<file path="src/verilog/reconfig_pkg.sv">
// Package of constants for the transceiver reconfiguration loader
// Notes on behaviour
// Word index counts up by one, wraps
// Wrap from last index marks load end
// Index-change pulse after each full word
// One-cycle index clear returns index to zero
// Data valid with every write strobe
// Controller reset clears all control registers; code acts on it only while mode_sel is MODE_CHANNEL
// Controller reset synchronized to clock outside
// Done flag set at end, cleared on restart
// Offset cancellation once per power cycle
// Later reset does not rerun cancellation
// Reset from power-up postpones cancellation start
// Reset during cancellation aborts and restarts it
// Isolate inputs, step states, cancel buffer offset
// Busy low first cycle, high second
// Cancellation busy falls on success or on controller reset
// Cancellation lasts 16 clock cycles
// Powerdown held low during cancellation
// Transmitter-only configurations skip cancellation
// Dedicated outbound and inbound channel buses
// Mode 001 channel, 000 analog default
// Write only while idle, one-cycle strobe
// Busy during word write, strobes ignored
package reconfig_pkg;
   localparam int DATA_W = 16;
   localparam int ADDR_W = 6;
   localparam logic [ADDR_W-1:0] LAST_INDEX = 6'h3f;
   localparam logic [ADDR_W-1:0] INDEX_RESET = 6'h00;
   localparam logic [2:0] MODE_ANALOG = 3'h0;
   localparam logic [2:0] MODE_CHANNEL = 3'h1;
   localparam int CLK_PERIOD_NS = 100;
   localparam int OC_TIME_NS = 1600;
   localparam int OC_CYCLES = OC_TIME_NS / CLK_PERIOD_NS;
   localparam int OC_STEP_CYCLES = OC_CYCLES - 2;
   localparam logic [4:0] OC_CNT_RESET = 5'h00;
   localparam int WRITE_CYCLES = 2;
   localparam int BUS_OUT_W = 20;
   localparam int BUS_IN_W = 17;
   localparam logic [1:0] BUS_OP_IDLE = 2'h0;
   localparam logic [1:0] BUS_OP_ISOLATE = 2'h1;
   localparam logic [1:0] BUS_OP_STEP = 2'h2;
   localparam logic [1:0] BUS_OP_BUFFER = 2'h3;
   localparam int FIFO_DEPTH = 32;
   typedef enum logic [5:0] {
      ST_POWERUP = 6'b00_0001,
      ST_ISOLATE = 6'b00_0010,
      ST_STEP = 6'b00_0100,
      ST_BUFFER = 6'b00_1000,
      ST_IDLE = 6'b01_0000,
      ST_WRITE = 6'b10_0000
   } loader_state_e;
endpackage

</file>
<file path="src/verilog/reconfig_if.sv">
// Interface joining user logic and the reconfiguration loader
`timescale 1ns/1ps
`default_nettype none
interface reconfig_if;
   import reconfig_pkg::*;
   logic [2:0] mode_sel;
   logic write_strobe;
   logic [DATA_W-1:0] cfg_data;
   logic index_clear;
   logic ctrl_reset;
   logic powerdown;
   logic busy;
   logic [ADDR_W-1:0] word_index;
   logic index_changed;
   logic load_done;
   modport loader (
      input mode_sel, write_strobe, cfg_data, index_clear, ctrl_reset,
      input powerdown,
      output busy, word_index, index_changed, load_done
   );
   modport user (
      output mode_sel, write_strobe, cfg_data, index_clear, ctrl_reset,
      output powerdown,
      input busy, word_index, index_changed, load_done
   );
endinterface
`default_nettype wire

</file>
<file path="src/verilog/reconfig_loader.sv">
// Loader end: word streaming, index tracking and offset cancellation
`timescale 1ns/1ps
`default_nettype none
module reconfig_loader (
   input wire logic clk,
   input wire logic rstn,
   reconfig_if.loader link,
   input wire logic rx_present,
   output logic [reconfig_pkg::BUS_OUT_W-1:0] to_chan,
   input wire logic [reconfig_pkg::BUS_IN_W-1:0] from_chan,
   output logic rx_isolate
);
   import reconfig_pkg::*;
   // ---------------------------------------------
   // State and counters
   // ---------------------------------------------
   loader_state_e state_q;
   logic oc_done_q;
   logic [4:0] oc_cnt_q;
   logic [1:0] wr_cnt_q;
   logic [ADDR_W-1:0] index_q;
   logic [DATA_W-1:0] word_q;
   logic changed_q;
   logic done_q;
   logic [BUS_OUT_W-1:0] to_chan_q;
   logic chan_mode;
   logic ctrl_rst;
   logic start_wr;
   assign chan_mode = (link.mode_sel == MODE_CHANNEL);
   assign ctrl_rst = link.ctrl_reset & chan_mode;

   assign start_wr = (state_q == ST_IDLE) & link.write_strobe & chan_mode;
   // ---------------------------------------------
   // Sequencer
   // ---------------------------------------------
   always_ff @(posedge clk) begin
      if (!rstn) begin
         state_q <= ST_POWERUP;
         oc_cnt_q <= OC_CNT_RESET;
         wr_cnt_q <= '0;
      end else if (ctrl_rst) begin

         state_q <= oc_done_q ? ST_IDLE : ST_POWERUP;
         oc_cnt_q <= OC_CNT_RESET;
         wr_cnt_q <= '0;
      end else begin
         case (state_q)
            ST_POWERUP: begin

               state_q <= (oc_done_q | !rx_present) ? ST_IDLE : ST_ISOLATE;
            end
            ST_ISOLATE: begin
               state_q <= ST_STEP;
            end
            ST_STEP: begin
               oc_cnt_q <= oc_cnt_q + 5'h01;
               if (oc_cnt_q == 5'(OC_STEP_CYCLES - 1)) begin
                  state_q <= ST_BUFFER;
               end
            end
            ST_BUFFER: begin
               if (from_chan[BUS_IN_W-1]) begin
                  state_q <= ST_IDLE;
               end
            end
            ST_IDLE: begin
               if (start_wr) begin
                  state_q <= ST_WRITE;
                  wr_cnt_q <= '0;
               end
            end
            ST_WRITE: begin
               wr_cnt_q <= wr_cnt_q + 2'h1;
               if (wr_cnt_q == 2'(WRITE_CYCLES - 1)) begin
                  state_q <= ST_IDLE;
               end
            end
            default: state_q <= ST_POWERUP;
         endcase
      end
   end
   // Cancellation done, kept across controller reset
   always_ff @(posedge clk) begin
      if (!rstn) begin
         oc_done_q <= 1'b0;
      end else if (state_q == ST_POWERUP && !rx_present) begin
         oc_done_q <= 1'b1;
      end else if (state_q == ST_BUFFER && from_chan[BUS_IN_W-1]
                   && !ctrl_rst) begin
         oc_done_q <= 1'b1;
      end
   end
   // ---------------------------------------------
   // Word index, change strobe and done flag
   // ---------------------------------------------
   always_ff @(posedge clk) begin
      if (!rstn || ctrl_rst) begin
         index_q <= INDEX_RESET;
         changed_q <= 1'b0;
         done_q <= 1'b0;
         word_q <= '0;
      end else begin
         changed_q <= 1'b0;
         if (start_wr) begin
            word_q <= link.cfg_data;
            if (index_q == INDEX_RESET) begin
               done_q <= 1'b0;
            end
         end
         if (state_q == ST_WRITE && wr_cnt_q == 2'(WRITE_CYCLES - 1)) begin
            changed_q <= 1'b1;
            if (index_q == LAST_INDEX) begin
               index_q <= INDEX_RESET;
               done_q <= 1'b1;
            end else begin
               index_q <= index_q + 6'h01;
            end
         end else if (link.index_clear) begin
            index_q <= INDEX_RESET;
         end
      end
   end
   // ---------------------------------------------
   // Channel buses
   // ---------------------------------------------
   always_ff @(posedge clk) begin
      if (!rstn) begin
         to_chan_q <= '0;
      end else begin
         case (state_q)
            ST_ISOLATE: to_chan_q <= {BUS_OP_ISOLATE, 18'h0_0000};
            ST_STEP: to_chan_q <= {BUS_OP_STEP, 13'h0000, oc_cnt_q};
            ST_BUFFER: to_chan_q <= {BUS_OP_BUFFER, 18'h0_0000};
            ST_WRITE: to_chan_q <= {BUS_OP_IDLE, index_q[1:0], word_q};
            default: to_chan_q <= '0;
         endcase
      end
   end
   assign to_chan = to_chan_q;
   assign rx_isolate = (state_q == ST_ISOLATE) | (state_q == ST_STEP)
                       | (state_q == ST_BUFFER);

   assign link.busy = (state_q != ST_IDLE) & (state_q != ST_POWERUP);
   assign link.word_index = index_q;
   assign link.index_changed = changed_q;
   assign link.load_done = done_q;
endmodule
`default_nettype wire

</file>
<file path="src/flat_wrapper.sv">
// flat-port wrapper written by rule: the top's interface ports become plain ports
module reconfig_loader_flat import reconfig_pkg::*;
  (clk, rstn, rx_present, to_chan, from_chan, rx_isolate, link_mode_sel, link_write_strobe, link_cfg_data, link_index_clear, link_ctrl_reset, link_powerdown, link_busy, link_word_index, link_index_changed, link_load_done);
  reconfig_if link_i ();
  input wire logic clk;
  input wire logic rstn;
  input wire logic rx_present;
  output logic [reconfig_pkg::BUS_OUT_W-1:0] to_chan;
  input wire logic [reconfig_pkg::BUS_IN_W-1:0] from_chan;
  output logic rx_isolate;
  input wire logic [$bits(link_i.mode_sel)-1:0] link_mode_sel;
  input wire logic [$bits(link_i.write_strobe)-1:0] link_write_strobe;
  input wire logic [$bits(link_i.cfg_data)-1:0] link_cfg_data;
  input wire logic [$bits(link_i.index_clear)-1:0] link_index_clear;
  input wire logic [$bits(link_i.ctrl_reset)-1:0] link_ctrl_reset;
  input wire logic [$bits(link_i.powerdown)-1:0] link_powerdown;
  output wire logic [$bits(link_i.busy)-1:0] link_busy;
  output wire logic [$bits(link_i.word_index)-1:0] link_word_index;
  output wire logic [$bits(link_i.index_changed)-1:0] link_index_changed;
  output wire logic [$bits(link_i.load_done)-1:0] link_load_done;
  assign link_i.mode_sel = link_mode_sel;
  assign link_i.write_strobe = link_write_strobe;
  assign link_i.cfg_data = link_cfg_data;
  assign link_i.index_clear = link_index_clear;
  assign link_i.ctrl_reset = link_ctrl_reset;
  assign link_i.powerdown = link_powerdown;
  assign link_busy = link_i.busy;
  assign link_word_index = link_i.word_index;
  assign link_index_changed = link_i.index_changed;
  assign link_load_done = link_i.load_done;
  reconfig_loader u_core (.clk(clk), .rstn(rstn), .link(link_i), .rx_present(rx_present), .to_chan(to_chan), .from_chan(from_chan), .rx_isolate(rx_isolate));
endmodule
</file>
<file path="config.mk">
export PLATFORM = sky130hd
export DESIGN_NAME = reconfig_loader_flat
export DESIGN_NICKNAME = d
export VERILOG_FILES = /design/src/verilog/reconfig_pkg.sv /design/src/verilog/reconfig_if.sv /design/src/verilog/reconfig_loader.sv /design/src/flat_wrapper.sv
export SDC_FILE = /design/constraint.sdc
export NUM_CORES = 1
export LEC_CHECK = 0
export ABC_CLOCK_PERIOD_IN_PS = 1900
export BUFFER_PORTS_ARGS = -buffer_cell sky130_fd_sc_hd__buf_2
export CORE_MARGIN = 8
export CORE_UTILIZATION = 50
export CTS_BUF_LIST = sky130_fd_sc_hd__clkbuf_4 sky130_fd_sc_hd__clkbuf_8 sky130_fd_sc_hd__clkbuf_16
export DETAILED_ROUTE_END_ITERATION = 10
export GPL_ROUTABILITY_DRIVEN = 1
export PLACE_DENSITY = 0.78
export SETUP_SLACK_MARGIN = 0.5
export SYNTH_ARGS = -nofsm -noshare
export SYNTH_HDL_FRONTEND = slang
export SYNTH_SLANG_ARGS = --single-unit
</file>
<file path="constraint.sdc">
create_clock -name clk -period 1.9 [get_ports clk]
set_input_delay 0.57 -clock clk [delete_from_list [all_inputs] [get_ports clk]]
set_output_delay 0.57 -clock clk [all_outputs]
set_load 0.02 [all_outputs]
</file>
# Word-level counts from Yosys, hierarchy flattened
# Cells that the tools add are included.
# word_totals
reg_bits	58
latchBits	0
ram_bits	0
romBits	0
in_bits	43
n_memories	0
# classes
n_addsub	3
mul	0
div	0
n_lt_le_gt_ge	0
n_eq_ne	17
shifts	0
mux	21
bitwise_logic	8
reduce_logical	15
# ops
cell	count
$pmux 20 s4	1
$mux 6	8
$pmux 6 s6	1
$eq 6x6->1 const B	2
$mux 5	2
$ne 3x1->1 const B	3
$mux 1	7
$add 6x1->6 const B	1
$eq 6x1->1 const B	1
$eq 6x2->1 const B	1
$eq 6x3->1 const B	1
$eq 6x4->1 const B	1
$eq 6x5->1 const B	1
$logic_not 6->1	1
$ne 6x1->1 const B	1
$ne 6x5->1 const B	1
$reduce_bool 2->1	3
$add 5x1->5 const B	1
$eq 5x4->1 const B	1
$and 1x1->1	4
$logic_and 1x1->1	4
$pmux 2 s2	1
$reduce_and 4->1	1
$eq 3x1->1 const B	1
11 further kinds	15

# Longest topological paths before layout
# Gate-level depths: netlist of the first run.
# depth
depth_word	6
depth_mapped	7

# Worst setup path before layout of the first run
# No wires, ideal clock.
# synth_path
kind	register to output
start	register u_core.state_q[3]
end	output port rx_isolate
arrival_ps	1395
required_ps	1330
path_slack_ps	-65
path_stages_with_launch	5
path_buffers	1
cell_sequence	dfxtp_1 > buf_2 > xnor2_1 > nand2_1 > nor4bb_1
# synth_via
elab_chain_len	3
# synth_rtl
element	line	text
from (decl)	reconfig_loader.sv:17	loader_state_e state_q;
from (signal assigned)	reconfig_loader.sv:43	state_q <= oc_done_q ? ST_IDLE : ST_POWERUP;
from (signal assigned)	reconfig_loader.sv:50	state_q <= (oc_done_q | !rx_present) ? ST_IDLE : ST_ISOLATE;
$eq 6x2->1 / $eq 6x3->1 (equally long branches)	reconfig_loader.sv:140	assign rx_isolate = (state_q == ST_ISOLATE) | (state_q == ST_STEP)
$or 1x1->1	reconfig_loader.sv:140	
$or 1x1->1 (*)	reconfig_loader.sv:141	| (state_q == ST_BUFFER);
to (decl)	flat_wrapper.sv:10	output logic rx_isolate;
# Mark *: on every way between the ends. The rest lies on a longest branch, timed or not.

# Worst setup path in the final report of the first run
# layout_path
start	register u_core.state_q[3]
end	output port link_busy
# layout_via
elab_chain_len	2
# layout_rtl
element	line	text
$ne 6x5->1 / $ne 6x1->1 (equally long branches)	reconfig_loader.sv:143	assign link.busy = (state_q != ST_IDLE) & (state_q != ST_POWERUP);
$and 1x1->1 (*)	reconfig_loader.sv:143	
to (decl)	flat_wrapper.sv:17	output wire logic [$bits(link_i.busy)-1:0] link_busy;
# Marked as above.

==> results.sh, run 1 <==
export IMPL_power_frac_comb_pct=22.2
export IMPL_die_h_um=85.7
export IMPL_fin_crit_sh_pct=105
export IMPL_cts_tree="done"
export IMPL_arrival_ns=1.42
export IMPL_cp_startpoint="u_core.state_q[3]"
export IMPL_finalPower_w=0.00329
export IMPL_ys_top_cells_by_area="dfxtp_1 (48%), mux2i_1 (6.6%), nor2_1 (5.4%)"
export IMPL_grt_max_degree=30
export IMPL_r2r_start="u_core.state_q[3]"
export IMPL_die_w_um=85.7
export IMPL_yosys_top_cells_count="dfxtp_1 (58), nor2_1 (35), mux2i_1 (16), and3_1 (14)"
export IMPL_yosysTopAreaCell="dfxtp_1"
export IMPL_hold_class="in2reg"
export IMPL_p_seq_share_pct=41.2
export IMPL_finClkSkew_ns=0.00767
export IMPL_cp_max_fo=5
export IMPL_worst_path_stages=4
export IMPL_fmax_mhz=502
export IMPL_vias=2353
export IMPL_grt_overflow_total=0
export IMPL_num_fill_cells=251
export IMPL_ir_drop_mv=0.536
export IMPL_die_area_um2=7340
export IMPL_critPathBufInv=1
export IMPL_critPathCaptureType="primary output"
export IMPL_io_pins=73
export IMPL_cts_sinks=58
export IMPL_first_iter_violations=196
export IMPL_relSlewSlack_pct=76.2
export IMPL_critPathSlowestCell="dfxtp_4"
export IMPL_syn_inst=257
export IMPL_critical_path_top_delay_family="simple AND/OR/NAND/NOR gates"
export IMPL_wl_per_cell_um=19.0
export IMPL_swShare_pct=28.9
export IMPL_synth_area_per_cell_um2=9.44
export IMPL_hpwl_um=3840
export IMPL_drive_gt1_share_pct=52.5
export IMPL_pwr_density_cell_nw_per_um2=865
export IMPL_clock_latency_ns=0.34
export IMPL_cts_htree_levels=3
export IMPL_rsz0062_at_grt="yes"
export IMPL_antenna_found_initial=0
export IMPL_path_clk_slew_ns=0.07
export IMPL_start_util_pct=51.7
export IMPL_synth_fp_nets=305
export IMPL_synth_most_common_cell="dfxtp_1"
export IMPL_cts_made_buffers=9
export IMPL_post_synth_top_area_fraction_pct=47.8
export IMPL_ys_warn_count=0
export IMPL_grt_pass1_wl_um=10700
export IMPL_ctsHoldBuffers=0
export IMPL_reg2reg_depth=8
export IMPL_grt_pass1_vias=2301
export IMPL_critPathKind="reg2out"
export IMPL_leakagePower_nw=1.66
export IMPL_p_int_w=0.00234
export IMPL_fin_ws_ns=-0.0915
export IMPL_cp_required_ns=1.33
export IMPL_synth_main_ff_cell="dfxtp_1"
export IMPL_cap_violations=0
export IMPL_core_area_um2=4690
export IMPL_area_growth_pct=56.6
export IMPL_cp_endpoint="link_busy"
export IMPL_netlist_area_um2=2430
export IMPL_drc=0
export IMPL_fin_nets=399
export IMPL_num_rows=25
export IMPL_rrSetupSlack_ns=0.08
export IMPL_async_flop_share_pct=0
export IMPL_status="finished with violations"
export IMPL_cts_root_buf="clkbuf_8"
export IMPL_netlist_cell_type_count=42
export IMPL_hold_slack_ns=0.458
export IMPL_synth_seq_cells=58
export IMPL_p_switching_w=0.000950
export IMPL_max_stage_delay_ns=0.37
export IMPL_pre_cts_ws_ns=0.0929
export IMPL_numPortBuffers=55
export IMPL_antenna_cells=0
export IMPL_cp_cell_sequence="nor3_4 -> nand3_2 -> and2_4 -> buf_6"
export IMPL_report_final_slew_viol_count=0
export IMPL_ys_seq_area_share_pct=47.8
export IMPL_setup_viol=2
export IMPL_clkPwrFrac_pct=36.6
export IMPL_worst_pin_slew_ns=0.355
export IMPL_totalWireLength_um=7790
export IMPL_drt_pass1_iter_count=4
export IMPL_grt_use_total_pct=18.6
export IMPL_violations="negative setup slack"
export IMPL_hold_viol=0
export IMPL_synth_edf_count=0
export IMPL_r2r_end="u_core.word_q[5]"
export IMPL_vias_per_cell=5.74
export IMPL_fin_crit_ns=1.99
export IMPL_drt_antenna_violating_nets=0
export IMPL_cp_start_kind="flop"
export IMPL_clock_path_buffers=2
export IMPL_place_gp_congestion=0.820
-- power by group through the flow --
stage / registers, W / clock network [W] / logic, W
detailed placement: 0.00135 / 0 / 0.000481
floorplan: 0.00131 / 0 / 0.000401
finish: 0.00136 / 0.00120 / 0.000730
global route: 0.00136 / 0.00127 / 0.000778
CTS: 0.00133 / 0.00121 / 0.000616
global placement: 0.00135 / 0 / 0.000478
-- flip-flops by register name (all words and copies together) (netlist names) --
name	count
u_core.link.index_changed	1
u_core.link.load_done	1
u_core.link.word_index	6
u_core.oc_cnt_q	5
u_core.oc_done_q	1
u_core.state_q	6
u_core.to_chan	20
u_core.word_q	16
u_core.wr_cnt_q	2
-- layout by cell type (no fill, tap or decap), types with 6 or more instances in the layout --
| cell type | instances |
|---|---|
| dfxtp_4 | 8 |
| buf_6 | 28 |
| dfxtp_1 | 39 |
| nand4_1 | 6 |
| buf_4 | 36 |
| buf_2 | 28 |
| mux2i_1 | 15 |
| dfxtp_2 | 11 |
| and3_4 | 9 |
| nor2_1 | 33 |
| nand3_2 | 6 |
| clkbuf_8 | 12 |
| inv_1 | 7 |
| nand2_1 | 6 |
-- timing repair --
item	in CTS	in global routing
gates cloned	1	4
gates resized for setup	78	57
pin swaps	22	19
endpoints found under the setup margin	68	76
setup buffers	22	6
-- final cells by class --
type                       count  area, um2  area share, %
inverter                       7       26.3          0.691
timing repair buffer          97        836           22.0
clock inverter                 4       48.8           1.28
sequential                    58       1200           31.7
multi-input combinational    178       1450           38.2
tap                           54       67.6           1.78
clock buffer                  12        165           4.34
-- per-layer routing --
layer	global-route usage (%)	up-vias	part of all wire, %
met2	31.5	92	50
met1	19.1	1120	40
li1	-	1110	-
met3	7.83	31	6.0
met4	9.87	0	3.9
met5	0	-	0
-- worst min-delay path by stage --
| stage | to | cells past startpoint | start |
|---|---|---|---|
| finish | u_core.word_q[2] | 3 | link_cfg_data[2] |
| global route | u_core.word_q[14] | 3 | link_cfg_data[14] |
| CTS | u_core.word_q[1] | 3 | link_cfg_data[1] |
| detailed placement | u_core.to_chan[11] | 1 | u_core.word_q[11] |
| global placement | u_core.to_chan[12] | 1 | u_core.word_q[12] |
| floorplan | u_core.to_chan[10] | 1 | u_core.word_q[10] |
-- tightest hold or removal path, stage by stage --
cell,delay (ns)
buf_2,0.07
mux2i_1,0.05
nor2_1,0.07
-- through the flow --
| stage | std cells | utilization (%) | setup TNS [ns] | cell area, um2 |
|---|---|---|---|---|
| 3_5_place_dp | 361 | 60.6 | 0 | 2840 |
| 5_1_grt | 410 | 81.0 | -0.259 | 3800 |
| 4_1_cts | 400 | 74.4 | -0.0897 | 3490 |
| 2_1_floorplan | 257 | - | 0 | 2520 |
| 3_3_place_gp | 361 | 60.6 | 0 | 2840 |
| 6_report | 410 | 81.0 | -0.173 | 3800 |
-- logic make-up after synthesis --
group           count (synthesis)  synth area share (%)
flops                          58                  47.8
fa+ha+maj                       5                  2.58
buf+inv                        22                  4.38
xor+xnor                        8                  2.89
mux                            16                  6.60
simple gates                  112                  24.9
compound gates                 36                  10.8
Note: power is estimated with default switching activity, not from simulation.
==> run 2: changes to the inputs <==
--- a/config.mk
+++ b/config.mk
@@ -9,9 +9,9 @@
 export BUFFER_PORTS_ARGS = -buffer_cell sky130_fd_sc_hd__buf_2
 export CORE_MARGIN = 8
-export CORE_UTILIZATION = 50
+export CORE_UTILIZATION = 35
 export CTS_BUF_LIST = sky130_fd_sc_hd__clkbuf_4 sky130_fd_sc_hd__clkbuf_8 sky130_fd_sc_hd__clkbuf_16
+export CTS_CLUSTER_DIAMETER = 150
 export DETAILED_ROUTE_END_ITERATION = 10
 export GPL_ROUTABILITY_DRIVEN = 1
-export PLACE_DENSITY = 0.78
 export SETUP_SLACK_MARGIN = 0.5
 export SYNTH_ARGS = -nofsm -noshare
==> constraint.sdc (replaced) <==
create_clock -name clk -period 1.9 [get_ports clk]
set_input_delay 0.19 -clock clk [delete_from_list [all_inputs] [get_ports clk]]
set_output_delay 0.19 -clock clk [all_outputs]
set_load 0.02 [all_outputs]
==> results.sh, run 2 (synthesis results as in run 1) <==
export IMPL_status="finished clean"
export IMPL_totalWireLength_um=6450
export IMPL_critical_path_top_delay_family="buffers and inverters"
export IMPL_path_clk_slew_ns=0.07
export IMPL_fmax_mhz=607
export IMPL_first_iter_violations=99
export IMPL_antenna_found_initial=0
export IMPL_worst_pin_slew_ns=0.314
export IMPL_fin_crit_sh_pct=86.8
export IMPL_area_growth_pct=48.1
export IMPL_numPortBuffers=55
export IMPL_vias_per_cell=5.03
export IMPL_grt_max_degree=25
export IMPL_start_util_pct=35.9
export IMPL_grt_pass1_vias=2138
export IMPL_clock_latency_ns=0.33
export IMPL_rsz0062_at_grt="yes"
export IMPL_cp_cell_sequence="buf_6 -> nor3b_4 -> buf_6 -> nand2_4 -> and2_4 -> buf_6"
export IMPL_drt_pass1_iter_count=4
export IMPL_cp_required_ns=1.71
export IMPL_dr_max_layer_used="met4"
export IMPL_report_final_slew_viol_count=0
export IMPL_drt_antenna_violating_nets=0
export IMPL_drt_met1_wl_um=2870
export IMPL_num_rows=30
export IMPL_critPathKind="reg2out"
export IMPL_grt_pass1_wl_um=10200
export IMPL_drive_gt1_share_pct=43.6
export IMPL_tns_ns=0
export IMPL_arrival_ns=1.46
export IMPL_critPathCaptureType="primary output"
export IMPL_cp_common_cell="buf_6"
export IMPL_pwr_density_cell_nw_per_um2=943
export IMPL_hold_viol=0
export IMPL_cts_root_buf="clkbuf_8"
export IMPL_final_common_cell="buf_2"
export IMPL_finClkSkew_ns=0.00854
export IMPL_setup_viol=0
export IMPL_min_from="link_cfg_data[2]"
export IMPL_wl_met3_um=427
export IMPL_antenna_cells=0
export IMPL_layout_common_cells="buf_2 (53), dfxtp_1 (52), nor2_1 (31)"
export IMPL_relSlewSlack_pct=79.1
export IMPL_die_area_um2=9860
export IMPL_hpwl_um=4070
export IMPL_ctsHoldBuffers=0
export IMPL_postPlaceCellArea_um2=2840
export IMPL_r2r_start="u_core.state_q[0]"
export IMPL_die_w_um=99.3
export IMPL_critPathSlowestCell="dfxtp_2"
export IMPL_cts_made_buffers=9
export IMPL_wl_per_cell_um=14.7
export IMPL_largest_reg_flops=20
export IMPL_cp_startpoint="u_core.state_q[0]"
export IMPL_cts_sinks=58
export IMPL_critPathBufInv=3
export IMPL_fin_nets=402
export IMPL_leakagePower_nw=1.64
export IMPL_hold_class="in2reg"
export IMPL_cap_violations=0
export IMPL_cp_start_kind="flop"
export IMPL_cts_htree_levels=3
export IMPL_io_pins=73
export IMPL_fin_crit_ns=1.65
export IMPL_design_area_um2=3600
export IMPL_place_gp_congestion=0.798
export IMPL_clock_path_buffers=2
export IMPL_vias=2201
export IMPL_cp_max_fo=5
export IMPL_max_stage_delay_ns=0.33
export IMPL_core_area_um2=6760
export IMPL_wl_met2_um=3090
export IMPL_grt_overflow_total=0
export IMPL_cts_tree="done"
export IMPL_die_h_um=99.3
export IMPL_drc=0
export IMPL_num_fill_cells=631
export IMPL_grt_use_total_pct=13.0
export IMPL_ir_drop_mv=0.418
-- run 2: area by class of cell --
class / instances / area, um2 / area share, %
clock buffer: 13 / 173 / 4.80
clock inverter: 2 / 35.0 / 0.974
inverter: 7 / 26.3 / 0.731
multi-input combinational: 178 / 1350 / 37.5
sequential: 58 / 1180 / 32.7
tap: 80 / 100 / 2.78
timing repair buffer: 100 / 738 / 20.5
-- run 2: worst reg2reg max path: cells and delay by family (launching register included) --
| family | cells | cell delay, ns |
|---|---|---|
| simple gates | 3 | 0.78 |
| compound gates | 1 | 0.24 |
| flops | 1 | 0.33 |
| buf+inv | 1 | 0.20 |
-- run 2: worst paths after layout --
| kind | slack, ns | endpoint | cells past startpoint |
|---|---|---|---|
| setup / recovery | 0.25 | link_busy | 6 |
| hold / removal | 0.09 | u_core.word_q[2] | 3 |
| setup reg to reg | 0.27 | u_core.link.word_index[2] | 5 |
| hold reg to reg | 0.47 | u_core.wr_cnt_q[1] | 2 |
-- run 2: per-layer routing --
metal | vias up | global-route usage (%)
met5 | - | 0
met4 | 0 | 3.61
met3 | 7 | 5.80
met2 | 58 | 21.3
met1 | 1026 | 14.9
li1 | 1110 | -
-- run 2: timing repair --
action / in CTS / in global routing
setup buffers: 20 / 11
pin swaps: 7 / 26
setup endpoints to repair: 52 / 54
gates cloned: 0 / 2
gates resized for setup: 38 / 26
-- run 2: power by group --
part           leakage [nW]  internal (W)  total (W)  switching [W]
Combinational          1.06      0.000496   0.000930       0.000435
Sequential            0.471       0.00126    0.00129      0.0000308
Clock                 0.109      0.000718    0.00117       0.000455
Total                  1.64       0.00247    0.00339       0.000921
-- run 2: metrics by stage --
| step | hold slack (ns) | instances | worst slack, ns | util, % | total power [W] |
|---|---|---|---|---|---|
| 3_3_place_gp | 0.421 | 390 | 0.203 | 42.1 | 0.00181 |
| 5_1_grt | 0.0865 | 438 | 0.153 | 53.2 | 0.00353 |
| 2_1_floorplan | 0.334 | 257 | 0.300 | - | 0.00167 |
| 4_1_cts | 0.0773 | 425 | 0.244 | 49.6 | 0.00320 |
| 3_5_place_dp | 0.428 | 390 | 0.200 | 42.1 | 0.00182 |
| 6_report | 0.0908 | 438 | 0.251 | 53.2 | 0.00339 |
==> run 3: changes to the inputs <==
- ABC_AREA: unset -> 1
- CORE_MARGIN: 8 -> 3
==> results.sh, run 3 <==
export IMPL_post_synth_top_area_fraction_pct=46.5
export IMPL_ir_drop_mv=0.532
export IMPL_ys_top_cells_by_area="dfxtp_1 (47%), nand2_1 (8.7%), inv_1 (5.6%)"
export IMPL_yosys_mux_area_fraction_pct=0
export IMPL_yosys_top_cells_count="dfxtp_1 (58), nand2_1 (58), inv_1 (37), nor2_1 (27), a21oi_1 (24)"
export IMPL_synth_xor_area_share_pct=0
export IMPL_numPortBuffers=55
export IMPL_grt_use_total_pct=14.7
export IMPL_yosysTopAreaCell="dfxtp_1"
export IMPL_syn_inst=303
export IMPL_path_clk_slew_ns=0.07
export IMPL_vias=2263
export IMPL_synth_compound_area_share_pct=13.7
export IMPL_synth_area_per_cell_um2=8.23
export IMPL_leakagePower_nw=1.48
export IMPL_synth_simple_gate_area_share_pct=28.0
export IMPL_largest_reg_flops=20
export IMPL_area_growth_pct=41.4
export IMPL_critPathCaptureType="primary output"
export IMPL_drt_pass1_iter_count=4
export IMPL_rrSetupSlack_ns=0.47
export IMPL_cp_required_ns=1.71
export IMPL_hold_slack_ns=0.0952
export IMPL_hold_class="in2reg"
export IMPL_synth_fp_nets=351
export IMPL_fmax_mhz=663
export IMPL_final_common_cell="buf_2"
export IMPL_die_w_um=90.4
export IMPL_cts_tree="done"
export IMPL_cts_root_buf="clkbuf_8"
export IMPL_cp_max_fo=4
export IMPL_first_iter_violations=112
export IMPL_drt_antenna_violating_nets=0
export IMPL_status="finished clean"
export IMPL_relSlewSlack_pct=66.7
export IMPL_clock_latency_ns=0.33
export IMPL_wl_per_cell_um=12.5
export IMPL_synth_top_family_by_area="simple AND/OR/NAND/NOR gates"
export IMPL_io_pins=73
export IMPL_totalWireLength_um=6110
export IMPL_ys_seq_area_share_pct=46.5
export IMPL_hpwl_um=3900
export IMPL_finClkSkew_ns=0.00424
export IMPL_antenna_found_initial=0
export IMPL_cts_htree_levels=3
export IMPL_num_rows=30
export IMPL_core_area_um2=6870
export IMPL_tns_ns=0
export IMPL_cts_sinks=58
export IMPL_vias_per_cell=4.63
export IMPL_setup_viol=0
export IMPL_die_h_um=90.4
export IMPL_rsz0062_at_grt="yes"
export IMPL_arrival_ns=1.32
export IMPL_synth_seq_cells=58
export IMPL_hold_viol=0
export IMPL_netlist_area_um2=2490
export IMPL_critPathKind="reg2out"
export IMPL_worst_pin_slew_ns=0.499
export IMPL_grt_overflow_total=0
export IMPL_fin_crit_ns=1.51
export IMPL_place_gp_congestion=0.807
export IMPL_start_util_pct=36.3
export IMPL_netlist_cell_type_count=33
export IMPL_ys_warn_count=0
export IMPL_pwr_density_cell_nw_per_um2=905
export IMPL_cts_made_buffers=9
export IMPL_layout_common_cells="buf_2 (53), dfxtp_1 (50), nand2_1 (48)"
export IMPL_antenna_cells=0
export IMPL_cp_start_kind="flop"
export IMPL_clock_path_buffers=2
export IMPL_cap_violations=0
export IMPL_grt_max_degree=17
export IMPL_die_area_um2=8180
export IMPL_synth_main_ff_cell="dfxtp_1"
export IMPL_grt_pass1_wl_um=9690
export IMPL_drive_gt1_share_pct=45.8
export IMPL_report_final_slew_viol_count=0
export IMPL_fin_nets=436
export IMPL_async_flop_share_pct=0
export IMPL_final_util_pct=51.4
export IMPL_synth_adder_area_share_pct=2.51
export IMPL_grt_pass1_vias=2104
export IMPL_fin_crit_sh_pct=79.4
export IMPL_synth_edf_count=0
export IMPL_drc=0
## run 3: cell count changes after synthesis, sizes merged, moves of 5 or more
cell,before,now
nor3b,6,0
and2,5,0
mux2i,16,0
a21oi,7,27
and3,14,0
a211oi,3,10
nand2,11,64
or3,5,0
inv,7,41
nor3,7,13
a22oi,5,0
## run 3: what timing repair did
| item | CTS | global route |
|---|---|---|
| pin swaps | 13 | 13 |
| hold buffers | 0 | 0 |
| endpoints found under the setup margin | 25 | 35 |
| buffers inserted | 14 | 8 |
| resized for setup | 26 | 49 |
| cloned | 0 | 2 |
## run 3: kinds of logic (layout without fill, tap and decap cells)
group | count (synthesis) | count (layout)
adders and majority gates | 5 | 5
buffers and inverters | 53 | 142
DFF | 58 | 58
AOI/OAI and AO/OA | 51 | 51
and+or+nand+nor | 136 | 137
## run 3: cell type report
type	instances	area, um2
fill	652	3340
multi-input combinational	193	1270
clock buffer	11	145
timing repair buffer	84	553
sequential	58	1180
clock inverter	5	77.6
inverter	42	178
tap	96	120
## run 3: worst paths after layout
path / start / to / cells after the start
worst min register to register: u_core.word_q[15] / u_core.to_chan[15] / 2
worst max-delay path: u_core.state_q[5] / link_busy / 6
worst max register to register: u_core.state_q[3] / u_core.state_q[3] / 9
worst min-delay path: link_cfg_data[0] / u_core.word_q[0] / 3
## run 3: routing by layer
metal  up-vias  wire length, um  global-route usage [%]
li1       1160                -                       -
met1      1032             2860                    18.5
met2        64             2860                    23.1
met3         7              305                    4.25
met4         0               87                    7.02
met5         -                0                       0
## run 3: report_power, final
part,internal [W],switching (W)
registers,0.00126,0.0000379
clock network,0.000784,0.000500
logic,0.000258,0.000351
total,0.00230,0.000889
## run 3: critical path, cell delays in order (launching register included)
cell and delay [ns]:
dfxtp_4 0.35, nor2_4 0.17, buf_6 0.12, nand3_2 0.09
nand2_2 0.09, inv_2 0.04, buf_6 0.12
## run 3: stage by stage
step / instances / setup slack [ns] / cell area, um2 / power [W]
4_1_cts: 479 / 0.373 / 3290 / 0.00313
3_3_place_gp: 449 / 0.366 / 2870 / 0.00173
5_1_grt: 489 / 0.315 / 3530 / 0.00335
6_report: 489 / 0.392 / 3530 / 0.00319
2_1_floorplan: 303 / 0.515 / 2500 / 0.00163
3_5_place_dp: 449 / 0.332 / 2870 / 0.00174
